`config.mk`:
```
export PLATFORM = sky130hd
export DESIGN_NAME = ocd_bank
export DESIGN_NICKNAME = d
export VERILOG_FILES = /design/src/design/ocd_pkg.sv /design/src/design/ocd_ratio_if.sv /design/src/design/ocd_bank.sv /design/src/design/ocd_ratio_commit.sv
export VERILOG_INCLUDE_DIRS = /design/src /design/src/design
export SDC_FILE = /design/constraint.sdc
export NUM_CORES = 1
export LEC_CHECK = 0
export BUFFER_PORTS_ARGS = -buffer_cell sky130_fd_sc_hd__buf_2
export CORE_MARGIN = 2
export CORE_UTILIZATION = 54
export DETAILED_ROUTE_END_ITERATION = 8
export PLACE_DENSITY = 0.85
export SLEW_MARGIN = 40
export SYNTH_ARGS = -nofsm -noshare
export SYNTH_HDL_FRONTEND = slang
export SYNTH_SLANG_ARGS = --single-unit
```
`constraint.sdc`:
```
create_clock -name i_core_clk -period 1.48 [get_ports i_core_clk]
set_input_delay 0.37 -clock i_core_clk [delete_from_list [all_inputs] [get_ports i_core_clk]]
set_output_delay 0.37 -clock i_core_clk [all_outputs]
set_load 0.01 [all_outputs]
```
`src/design/ocd_defs.svh`:
```
// offsets, field positions and reset values of the output divider configuration bank
`ifndef OCD_DEFS_SVH
`define OCD_DEFS_SVH

`define OCD_ADDR_SKEW 8'h3c
`define OCD_ADDR_DRV 8'h3d
`define OCD_ADDR_TERM 8'h3f
`define OCD_ADDR_DIV_UP 8'h40
`define OCD_ADDR_DIV_MID 8'h41
`define OCD_ADDR_DIV_LO 8'h42
`define OCD_ADDR_PHASE 8'h43

`define OCD_SKEW_COARSE_MSB 5
`define OCD_SKEW_FINE_MSB 7
`define OCD_SKEW_FINE_LSB 6
`define OCD_DRV_FINE_EXT_BIT 4
`define OCD_DRV_SUPPLY_MSB 4
`define OCD_DRV_SUPPLY_LSB 3
`define OCD_DRV_STD_MSB 2
`define OCD_TERM_MSB 3
`define OCD_DIV_UP_MSB 3
`define OCD_PHASE_MSB 7
`define OCD_PHASE_LSB 6
`define OCD_STRENGTH_MSB 2

`define OCD_FINE_STEP_PS 30

`define OCD_RST_BYTE 8'h00
`define OCD_RST_RATIO 20'h00000

`endif

```
`src/design/ocd_pkg.sv`:
```
// types shared by the output divider configuration bank
package ocd_pkg;

  typedef enum logic [1:0] {
    OCD_VDD_1V8 = 2'b00,
    OCD_VDD_2V5 = 2'b01,
    OCD_VDD_3V3 = 2'b10,
    OCD_VDD_RSVD = 2'b11
  } ocd_supply_t;

  typedef enum logic [2:0] {
    OCD_STD_LVDS = 3'b000,
    OCD_STD_LVPECL_CM = 3'b001,
    OCD_STD_CML = 3'b010,
    OCD_STD_HCSL = 3'b011,
    OCD_STD_LVDS_BOOST = 3'b100,
    OCD_STD_LVPECL_NOCM = 3'b101,
    OCD_STD_RSVD6 = 3'b110,
    OCD_STD_RSVD7 = 3'b111
  } ocd_std_t;

  // per-leg phase source: true or complement clock
  typedef enum logic {
    OCD_PH_TRUE = 1'b0,
    OCD_PH_COMP = 1'b1
  } ocd_phase_t;

endpackage

```
`src/design/ocd_ratio_if.sv`:
```
// carries the staged divide ratio from the register bank to the commit stage
`timescale 1ns/100ps
`default_nettype none
interface ocd_ratio_if;
  logic [19:0] staged;
  logic commit;
  logic [19:0] applied;
  logic update;
  modport regs (output staged, output commit, input applied, input update);
  modport apply (input staged, input commit, output applied, output update);
endinterface
`default_nettype wire

```
`src/design/ocd_bank.sv`:
```
// configuration register bank for one output clock channel
//
// Summary of operation
// - skew bits 5:0 set coarse delay, 0 to 63 oscillator periods.
// - skew bits 7:6 add fine delay of 0 to 3 steps of 30 ps.
// - driver-select bit 4 extends fine code to three bits, 0 to 7 steps.
// - driver-select bits 4:3 give supply: 00 1.8 V, 01 2.5 V, 10 3.3 V.
// - driver-select bits 2:0 choose differential driver standard.
// - termination nibble 0000 external, 0010 pull-up, 0001 pull-down.
// - termination nibble 0100 positive only, 1000 negative only, 1100 both CMOS.
// - upper divider low nibble gives ratio bits 19:16.
// - middle divider byte gives ratio bits 15:8.
// - lower divider byte gives ratio bits 7:0, twenty bits total.
// - phase bits 7:6 pick leg phases; 00 is true to positive, complement to negative.
`timescale 1ns/100ps
`default_nettype none
`include "ocd_defs.svh"
module ocd_bank (
  // clock and reset
  input wire logic i_core_clk,
  input wire logic i_reset_n,
  // register port
  input wire logic [7:0] i_reg_addr,
  input wire logic i_reg_wr_en,
  input wire logic i_reg_rd_en,
  input wire logic [7:0] i_reg_wdata,
  output logic [7:0] o_reg_rdata,
  output logic o_reg_rd_valid,
  // delay
  output logic [5:0] o_output_skew_coarse,
  output logic [2:0] o_output_skew_fine,
  // driver
  output ocd_pkg::ocd_supply_t o_output_supply_level,
  output ocd_pkg::ocd_std_t o_driver_standard_code,
  output logic o_term_pullup,
  output logic o_term_pulldown,
  output logic o_single_ended,
  output logic o_positive_output_pin_cmos,
  output logic o_negative_output_pin_cmos,
  output ocd_pkg::ocd_phase_t o_positive_driver_leg,
  output ocd_pkg::ocd_phase_t o_negative_driver_leg,
  output logic [2:0] o_se_drive_strength,
  // divider
  output logic [19:0] o_output_divide_ratio,
  output logic o_ratio_update
);
  import ocd_pkg::*;

  typedef struct packed {
    logic [7:0] skew;
    logic [4:0] drv;
    logic [3:0] term;
    logic [3:0] div_up;
    logic [7:0] div_mid;
    logic [7:0] div_lo;
    logic [1:0] phase;
    logic [2:0] strength;
    logic [7:0] rdata;
    logic rd_valid;
    logic commit;
  } ocd_bank_state_t;

  ocd_bank_state_t st_r;
  ocd_bank_state_t st_nxt;

  ocd_ratio_if ratio_if ();

  // readback image of one address; unmapped and reserved bits read zero
  function automatic logic [7:0] read_image(input ocd_bank_state_t s, input logic [7:0] a);
    logic [7:0] v;
    v = 8'h00;
    case (a)
      `OCD_ADDR_SKEW: v = s.skew;
      `OCD_ADDR_DRV: v = {3'h0, s.drv};
      `OCD_ADDR_TERM: v = {4'h0, s.term};
      `OCD_ADDR_DIV_UP: v = {4'h0, s.div_up};
      `OCD_ADDR_DIV_MID: v = s.div_mid;
      `OCD_ADDR_DIV_LO: v = s.div_lo;
      `OCD_ADDR_PHASE: v = {s.phase, 3'h0, s.strength};
      default: v = 8'h00;
    endcase
    return v;
  endfunction

  always_comb begin
    st_nxt = st_r;
    st_nxt.rd_valid = i_reg_rd_en;
    st_nxt.commit = 1'b0;
    // read sees the value before a same-cycle write; reads change nothing
    if (i_reg_rd_en) begin
      st_nxt.rdata = read_image(st_r, i_reg_addr);
    end
    if (i_reg_wr_en) begin
      case (i_reg_addr)
        `OCD_ADDR_SKEW: st_nxt.skew = i_reg_wdata;
        `OCD_ADDR_DRV: st_nxt.drv = i_reg_wdata[4:0];
        `OCD_ADDR_TERM: st_nxt.term = i_reg_wdata[`OCD_TERM_MSB:0];
        `OCD_ADDR_DIV_UP: st_nxt.div_up = i_reg_wdata[`OCD_DIV_UP_MSB:0];
        `OCD_ADDR_DIV_MID: st_nxt.div_mid = i_reg_wdata;
        `OCD_ADDR_DIV_LO: begin
          // lower byte written last arms the commit, so upper bytes may be staged first
          st_nxt.div_lo = i_reg_wdata;
          st_nxt.commit = 1'b1;
        end
        `OCD_ADDR_PHASE: begin
          st_nxt.phase = i_reg_wdata[`OCD_PHASE_MSB:`OCD_PHASE_LSB];
          st_nxt.strength = i_reg_wdata[`OCD_STRENGTH_MSB:0];
        end
        default: st_nxt.commit = 1'b0;
      endcase
    end
  end

  always_ff @(posedge i_core_clk or negedge i_reset_n) begin
    if (!i_reset_n) begin
      st_r <= '0;
    end else begin
      st_r <= st_nxt;
    end
  end

  assign ratio_if.staged = {st_r.div_up, st_r.div_mid, st_r.div_lo};
  assign ratio_if.commit = st_r.commit;

  ocd_ratio_commit u_commit (
    .i_core_clk(i_core_clk),
    .i_reset_n(i_reset_n),
    .ratio_if(ratio_if.apply)
  );

  assign o_reg_rdata = st_r.rdata;
  assign o_reg_rd_valid = st_r.rd_valid;
  assign o_output_skew_coarse = st_r.skew[`OCD_SKEW_COARSE_MSB:0];
  // bit 4 doubles as supply msb and fine-delay extension; both uses are honoured
  assign o_output_skew_fine = {st_r.drv[`OCD_DRV_FINE_EXT_BIT],
                               st_r.skew[`OCD_SKEW_FINE_MSB:`OCD_SKEW_FINE_LSB]};
  assign o_output_supply_level = ocd_supply_t'(st_r.drv[`OCD_DRV_SUPPLY_MSB:`OCD_DRV_SUPPLY_LSB]);
  assign o_driver_standard_code = ocd_std_t'(st_r.drv[`OCD_DRV_STD_MSB:0]);
  assign o_term_pullup = (st_r.term == 4'h2);
  assign o_term_pulldown = (st_r.term == 4'h1);
  assign o_positive_output_pin_cmos = (st_r.term == 4'h4) || (st_r.term == 4'hc);
  assign o_negative_output_pin_cmos = (st_r.term == 4'h8) || (st_r.term == 4'hc);
  assign o_single_ended = o_positive_output_pin_cmos || o_negative_output_pin_cmos;
  assign o_positive_driver_leg = ocd_phase_t'(st_r.phase[1]);
  // negative leg takes the complement clock whenever the low phase bit is clear
  assign o_negative_driver_leg = ocd_phase_t'(~st_r.phase[0]);
  assign o_se_drive_strength = st_r.strength;
  assign o_output_divide_ratio = ratio_if.applied;
  assign o_ratio_update = ratio_if.update;
endmodule
`default_nettype wire

```
`src/design/ocd_ratio_commit.sv`:
```
// applies the twenty-bit divide ratio as one consistent word
`timescale 1ns/100ps
`default_nettype none
`include "ocd_defs.svh"
module ocd_ratio_commit (
  // clock and reset
  input wire logic i_core_clk,
  input wire logic i_reset_n,
  // staged ratio and applied ratio
  ocd_ratio_if.apply ratio_if
);
  import ocd_pkg::*;

  typedef struct packed {
    logic [19:0] ratio;
    logic update;
  } ocd_commit_state_t;

  ocd_commit_state_t st_r;
  ocd_commit_state_t st_nxt;

  always_comb begin
    st_nxt = st_r;
    st_nxt.update = 1'b0;
    if (ratio_if.commit) begin
      st_nxt.ratio = ratio_if.staged;
      st_nxt.update = 1'b1;
    end
  end

  always_ff @(posedge i_core_clk or negedge i_reset_n) begin
    if (!i_reset_n) begin
      st_r <= '{ratio: `OCD_RST_RATIO, update: 1'b0};
    end else begin
      st_r <= st_nxt;
    end
  end

  assign ratio_if.applied = st_r.ratio;
  assign ratio_if.update = st_r.update;
endmodule
`default_nettype wire

```
==> results of run 1 <==
[flip-flops by register name, summed over array words and instances, names as in the netlist, 3 cells and up]
register	cells
st_r	5
o_reg_rdata	8
u_commit.ratio_if.applied	20
o_output_skew_coarse	6
o_driver_standard_code	3
ratio_if.staged	20
o_se_drive_strength	3
o_output_skew_fine	3
[stage by stage]
| step | setup WS [ns] | hold slack [ns] | cell area [µm²] | util, % | setup TNS [ns] |
|---|---|---|---|---|---|
| finish | -0.2463 | 0.2977 | 4400 | 73.89 | -5.320 |
| global route | -0.2659 | 0.2918 | 4400 | 73.89 | -6.581 |
| CTS | -0.1854 | 0.2747 | 4267 | 71.64 | -2.667 |
| detailed placement | -0.5655 | 0.3263 | 3821 | 64.16 | -19.02 |
| global placement | -0.5398 | 0.3173 | 3821 | 64.16 | -17.84 |
| floorplan | -0.4006 | 0.07441 | 3357 | - | -11.39 |
[timing repair]
item	in CTS	in global routing
gates cloned	1	0
buffers inserted	10	4
endpoints found under the setup margin	37	38
resized for setup	29	19
hold buffers	1	0
endpoints found under the hold margin	14	0
pin swaps	8	9
[worst max-delay path by stage]
| stage | from | endpoint | slack, ns | cells after the start |
|---|---|---|---|---|
| finish | i_reg_addr[7] | o_se_drive_strength[1] | -0.25 | 7 |
| global route | st_r[38] | o_term_pulldown | -0.27 | 3 |
| floorplan | i_reg_addr[7] | o_positive_driver_leg | -0.40 | 4 |
| detailed placement | i_reg_addr[7] | o_se_drive_strength[2] | -0.57 | 6 |
| global placement | i_reg_addr[7] | o_se_drive_strength[0] | -0.54 | 6 |
| CTS | st_r[38] | o_term_pulldown | -0.19 | 3 |
[area by class of cell]
type,count,area [µm²]
fill,374,1555
multi-input combinational,132,1491
tap,75,93.84
sequential,73,1829
inverter,7,26.28
clock inverter,5,80.08
timing repair buffer,113,748.2
clock buffer,11,131.4
[cell usage after synthesis, drive strengths merged]
master    n  area share (%)
nor3b     2            0.45
mux2i     1            0.30
dfrtp    73              55
nand2b    4            0.75
and4      1            0.26
o22ai     3            0.56
a41oi     2            0.52
a31oi     1            0.19
a32oi     6             1.6
nand4bb   1            0.34
nand3     4            0.90
nor3      2            0.64
nor4      1            0.19
nor2      2            0.22
or4b      1            0.30
nand4     2            0.37
nor2b     4            0.75
or2       1            0.19
buf      27             5.9
inv       7            0.79
o21ai     1            0.15
nand2     2            0.22
o2bb2ai   1            0.26
a22oi     5             1.1
o31ai     1            0.22
nor4b     2            0.52
o221ai    3            0.79
clkbuf    9             1.0
a22o      7             1.8
mux2     71              24
[cell families (layout without fill, tap and decap cells)]
kind of cell | Yosys count | after routing | synth area share (%)
compound gates | 30 | 30 | 7.234
buf+inv | 43 | 136 | 7.683
flops | 73 | 73 | 54.72
mux | 72 | 72 | 24.25
simple gates | 29 | 30 | 6.110
[where the power goes]
group	total, mW	switching [mW]	internal, mW
combinational	0.392	0.207	0.185
sequential	2.11	0.0587	2.05
clock	1.70	0.756	0.948
total	4.21	1.02	3.19
[per-layer routing]
| layer | up-vias | GRT usage [%] |
|---|---|---|
| li1 | 1061 | - |
| met1 | 1228 | 32.52 |
| met2 | 121 | 40.65 |
| met3 | 27 | 5.652 |
| met4 | 0 | 15.74 |
| met5 | - | 0 |
==> load_flow_metrics.sql, run 1 <==
INSERT INTO impl_metrics (metric_group, metric, value, unit) VALUES
('sta', 'max_slew.worst_pin.slew', '0.5946', 'ns'),
('finish', 'most-common-layout-cells', 'buf_2, dfrtp_1, mux2_2', ''),
('global_route', 'first_global_vias', '2474', ''),
('cts', 'clk_latency', '0.35', 'ns'),
('global_route', 'groute.usage.overall', '25.80', '%'),
('critical_path', 'largest_stage_delay_on_the_critical_path', '0.54', 'ns'),
('finish', 'stdcell_count', '416', ''),
('cts', 'clkTransAtPathRegs', '0.08', 'ns'),
('run_status', 'violations_in_the_final_reports', 'negative setup slack', ''),
('cts', 'ctsRootBufferMaster', 'clkbuf_8', ''),
('synth', 'total_number_of_yosys_warnings', '0', ''),
('hold_path', 'timing.hold.worst_path_depth', '2', ''),
('global_route', 'global_route_wire_length_before_repair', '12600', 'µm'),
('global_route', 'grt_remaining_overflow', '0', ''),
('synth', 'ys_types', '34', ''),
('die', 'floorplan.die.width', '82.63', 'µm'),
('cts', 'cts-root-to-sink-buffers', '2', ''),
('critical_path', 'arrival', '1.97', 'ns'),
('power_and_ir_drop', 'p_total', '4.206', 'mW'),
('synth', 'mappedNetlistArea', '0.003338', 'mm²'),
('routing', 'drt_iter0_markers', '208', ''),
('critical_path', 'reg2reg_slack', '-0.11', 'ns'),
('routing', 'wire_length_reported_by_the_detailed_router', '9077', 'µm'),
('die', 'fp-row-count', '28', ''),
('sta', 'final_hold_viol_count', '0', ''),
('synth', 'post_synth.cell_area_avg', '13.51', 'µm²'),
('critical_path', 'critical_path_buf_inv_count', '3', ''),
('hold_path', 'hold_path_end', 'ratio_if.staged[13]', ''),
('placed_design', 'placed_cells_incl_taps', '386', ''),
('sta', 'clock.fmax', '579.3', 'MHz'),
('routing', 'detail_route.drc_violations', '0', ''),
('power_and_ir_drop', 'total_leakage_power', '2.280', 'nW'),
('sta', 'slew_viol_final', '0', ''),
('placed_design', 'place.detailed.hpwl', '5387', 'µm'),
('sta', 'finClkSkew', '0.01316', 'ns'),
('routing', 'wl_met1', '3683', 'µm'),
('critical_path', 'worst_r2r_startpoint', 'st_r[38]', ''),
('routing', 'wl_met3', '572', 'µm'),
('sta', 'setup_ws', '-0.2463', 'ns'),
('die', 'design.die.area', '0.006827', 'mm²'),
('critical_path', 'crit_path_cell_trace', 'buf_6 -> or4b_4 -> nor3_4 -> buf_12 -> nand4_1 -> buf_6 -> mux2_4', ''),
('synth', 'synth_sequential_area_ratio', '54.72', '%'),
('critical_path', 'timing.critical_path.to_type', 'register', ''),
('job', 'max_cap_viol_count', '0', ''),
('sta', 'period_minus_ws_final', '1.726', 'ns'),
('synth', 'synth_fp_nets', '267', ''),
('routing', 'routed_wire_length_per_instance', '21.82', 'µm'),
('routing', 'via_count', '2437', ''),
('global_route', 'antenna_found_initial', '0', ''),
('routing', 'detail_route.first_pass.iterations', '4', ''),
('critical_path', 'timing.critical_path.slowest_stage_cell', 'or4b_4', ''),
('critical_path', 'maximum_fanout_encountered_on_the_critical_timing_path', '8', ''),
('critical_path', 'worst_reg2reg_path_depth', '6', ''),
('finish', 'flow.area_growth_from_synthesis', '31.82', '%'),
('routing', 'routed.top_layer', 'met4', ''),
('hold_path', 'min-delay-path-class', 'in2reg', ''),
('power_and_ir_drop', 'max-vdd-ir-drop', '608.4', 'µV'),
('die', 'start_util', '56.05', '%'),
('finish', 'antenna_diodes', '0', ''),
('critical_path', 'setup.worst_path.start_class', 'input pin', ''),
('cts', 'h-tree-depth', '3', ''),
('placed_design', 'port-buffer-count', '73', ''),
('finish', 'final_layout_size_suffix_gt1_share', '66.86', '%'),
('die', 'core_area', '0.005956', 'mm²'),
('sta', 'final.period_utilization', '116.6', '%'),
('critical_path', 'timing.rr.end', 'o_reg_rdata[3]', ''),
('routing', 'final_ant_viol_nets', '0', ''),
('synth', 'synth-seq-cells', '73', ''),
('run_status', 'run_status', 'complete, but fails checks', ''),
('sta', 'finalSetupViolations', '38', ''),
('global_route', 'grt_max_degree', '31', '');
No activity file was read; power rests on OpenSTA's default activity.
==> inputs of run 2 (changes only) <==
--- a/config.mk
+++ b/config.mk
@@ -8,9 +8,10 @@
 export LEC_CHECK = 0
 export BUFFER_PORTS_ARGS = -buffer_cell sky130_fd_sc_hd__buf_2
 export CORE_MARGIN = 2
-export CORE_UTILIZATION = 54
+export CORE_UTILIZATION = 55
+export CTS_BUF_LIST = sky130_fd_sc_hd__clkbuf_8
 export DETAILED_ROUTE_END_ITERATION = 8
-export PLACE_DENSITY = 0.85
+export PLACE_DENSITY = 0.86
 export SLEW_MARGIN = 40
 export SYNTH_ARGS = -nofsm -noshare
 export SYNTH_HDL_FRONTEND = slang
==> load_flow_metrics.sql, run 2 (synthesis gave the netlist of run 1 again) <==
INSERT INTO impl_metrics (metric_group, metric, value, unit) VALUES
('global_route', 'global_route_wire_length_before_repair', '11980', 'µm'),
('finish', 'final_util', '73.13', '%'),
('sta', 'finClkSkew', '0.007296', 'ns'),
('routing', 'final_ant_viol_nets', '0', ''),
('placed_design', 'place.detailed.hpwl', '5066', 'µm'),
('die', 'start_util', '56.72', '%'),
('cts', 'h-tree-depth', '3', ''),
('finish', 'final_layout_size_suffix_gt1_share', '66.07', '%'),
('routing', 'detail_route.first_pass.iterations', '4', ''),
('sta', 'slew_viol_final', '0', ''),
('routing', 'avgViaCountPerCell', '5.810', ''),
('sta', 'final.period_utilization', '114.1', '%'),
('routing', 'detail_route.drc_violations', '0', ''),
('run_status', 'run_status', 'complete, but fails checks', ''),
('die', 'floorplan.die.width', '81.91', 'µm'),
('finish', 'most-common-layout-cells', 'mux2_2, buf_2, dfrtp_1', ''),
('cts', 'clock-sinks', '73', ''),
('die', 'design.die.area', '0.006708', 'mm²'),
('placed_design', 'routabilityCongestion', '0.8299', ''),
('critical_path', 'reg2reg_slack', '-0.14', 'ns'),
('die', 'fp.dieH', '81.91', 'µm'),
('placed_design', 'port-buffer-count', '73', ''),
('power_and_ir_drop', 'total_leakage_power', '2.236', 'nW'),
('global_route', 'antenna_found_initial', '0', ''),
('finish', 'final_net_count', '351', ''),
('sta', 'clock.fmax', '592.1', 'MHz'),
('global_route', 'grt_max_degree', '74', ''),
('die', 'fp-row-count', '28', ''),
('cts', 'tritoncts.num_buffers', '9', ''),
('sta', 'timing.slew.headroom', '68.90', '%'),
('sta', 'setup_ws', '-0.2089', 'ns'),
('cts', 'ctsRootBufferMaster', 'clkbuf_8', ''),
('routing', 'via_count', '2388', ''),
('routing', 'wire_length_reported_by_the_detailed_router', '8064', 'µm'),
('finish', 'stdcell_count', '411', ''),
('power_and_ir_drop', 'power.density_cell_area', '944.8', 'mW/mm²'),
('run_status', 'violations_in_the_final_reports', 'negative setup slack', ''),
('critical_path', 'critPathRequiredTime', '1.70', 'ns'),
('critical_path', 'maximum_fanout_encountered_on_the_critical_timing_path', '8', ''),
('cts', 'clk_latency', '0.34', 'ns'),
('sta', 'final_hold_viol_count', '0', ''),
('global_route', 'grt_remaining_overflow', '0', ''),
('hold_path', 'min-delay-path-class', 'in2async', ''),
('cts', 'cts_tree', 'built', ''),
('cts', 'clkTransAtPathRegs', '0.08', 'ns'),
('critical_path', 'setup.worst_path.start_class', 'input pin', ''),
('sta', 'finalSetupViolations', '38', ''),
('routing', 'drt_iter0_markers', '125', ''),
('sta', 'period_minus_ws_final', '1.689', 'ns'),
('critical_path', 'crit_type', 'in2reg', ''),
('sta', 'max_slew.worst_pin.slew', '0.4655', 'ns'),
('placed_design', 'placed_cells_incl_taps', '383', ''),
('power_and_ir_drop', 'max-vdd-ir-drop', '530.6', 'µV'),
('global_route', 'groute.usage.overall', '24.55', '%'),
('die', 'core_area', '0.005886', 'mm²'),
('die', 'io_pins', '74', ''),
('global_route', 'first_global_vias', '2465', ''),
('critical_path', 'arrival', '1.91', 'ns'),
('sta', 'hold_ws', '0.04133', 'ns'),
('finish', 'antenna_diodes', '0', ''),
('critical_path', 'timing.critical_path.to_type', 'register', ''),
('job', 'max_cap_viol_count', '0', ''),
('routing', 'routed_wire_length_per_instance', '19.62', 'µm'),
('sta', 'rsz0062_at_grt', 'true', ''),
('sta', 'fin_setup_tns', '-5.822', 'ns'),
('finish', 'flow.area_growth_from_synthesis', '28.94', '%'),
('cts', 'cts-root-to-sink-buffers', '2', '');
## run 2: cell types whose count changed in the layout (fill, tap and decap cells not counted), sizes merged
cell	change
buf	-3
bufinv	-1
clkbuf	+1
clkinvlp	-2
dlygate4sd3	-1
inv	+2
nand3	-1
## run 2: routing by layer
| layer | vias up | track usage, % | part of all wire (%) |
|---|---|---|---|
| met1 | 1242 | 30.45 | 42 |
| met5 | - | 0 | 0 |
| met2 | 71 | 39.59 | 51 |
| met3 | 20 | 6.484 | 4.9 |
| met4 | 0 | 12.50 | 2.3 |
| li1 | 1055 | - | - |
## run 2: worst max-delay path, stage by stage
cell	delay, ns
buf_6	0.09
or4b_4	0.54
nor3_4	0.26
buf_6	0.17
nand3_4	0.15
mux2_4	0.34
## run 2: final timing paths
kind | start | endpoint | cells past startpoint
worst max-delay path | i_reg_addr[7] | ratio_if.staged[15] | 6
worst min-delay path | i_reset_n | u_commit.ratio_if.applied[12] | 2
worst max register to register | st_r[38] | o_reg_rdata[3] | 6
worst min register to register | u_commit.ratio_if.applied[14] | u_commit.ratio_if.applied[14] | 1
max in group asynchronous | i_reset_n | st_r[37] | 2
min in group i_core_clk | i_reg_wdata[5] | ratio_if.staged[13] | 2
## run 2: repair_timing
action                     in CTS  in global routing
hold buffers                    0                  0
gates cloned                    1                  0
pin swaps                      11                  6
setup endpoints to repair      38                 39
setup buffers                   6                  6
resized for setup              24                 22
## run 2: layout make-up
class | count | area, µm²
Clock buffer | 12 | 165.2
Clock inverter | 4 | 42.54
Fill cell | 360 | 1582
Inverter | 7 | 26.28
Multi-Input combinational cell | 131 | 1421
Sequential cell | 73 | 1831
Tap cell | 75 | 93.84
Timing Repair Buffer | 109 | 724.4
## run 2: power by group
group	switching, mW	leakage (nW)	internal [mW]
Clock	0.695	0.115	0.903
Sequential	0.0589	1.01	2.05
Combinational	0.185	1.12	0.172
Total	0.939	2.24	3.13
## run 2: metrics by stage
stage / power, mW / cell area (µm²) / worst slack, ns
global route: 4.213 / 4304 / -0.2360
CTS: 4.076 / 4175 / -0.1814
detailed placement: 2.451 / 3786 / -0.5752
finish: 4.067 / 4304 / -0.2089
global placement: 2.437 / 3786 / -0.5172
floorplan: 2.299 / 3357 / -0.4006
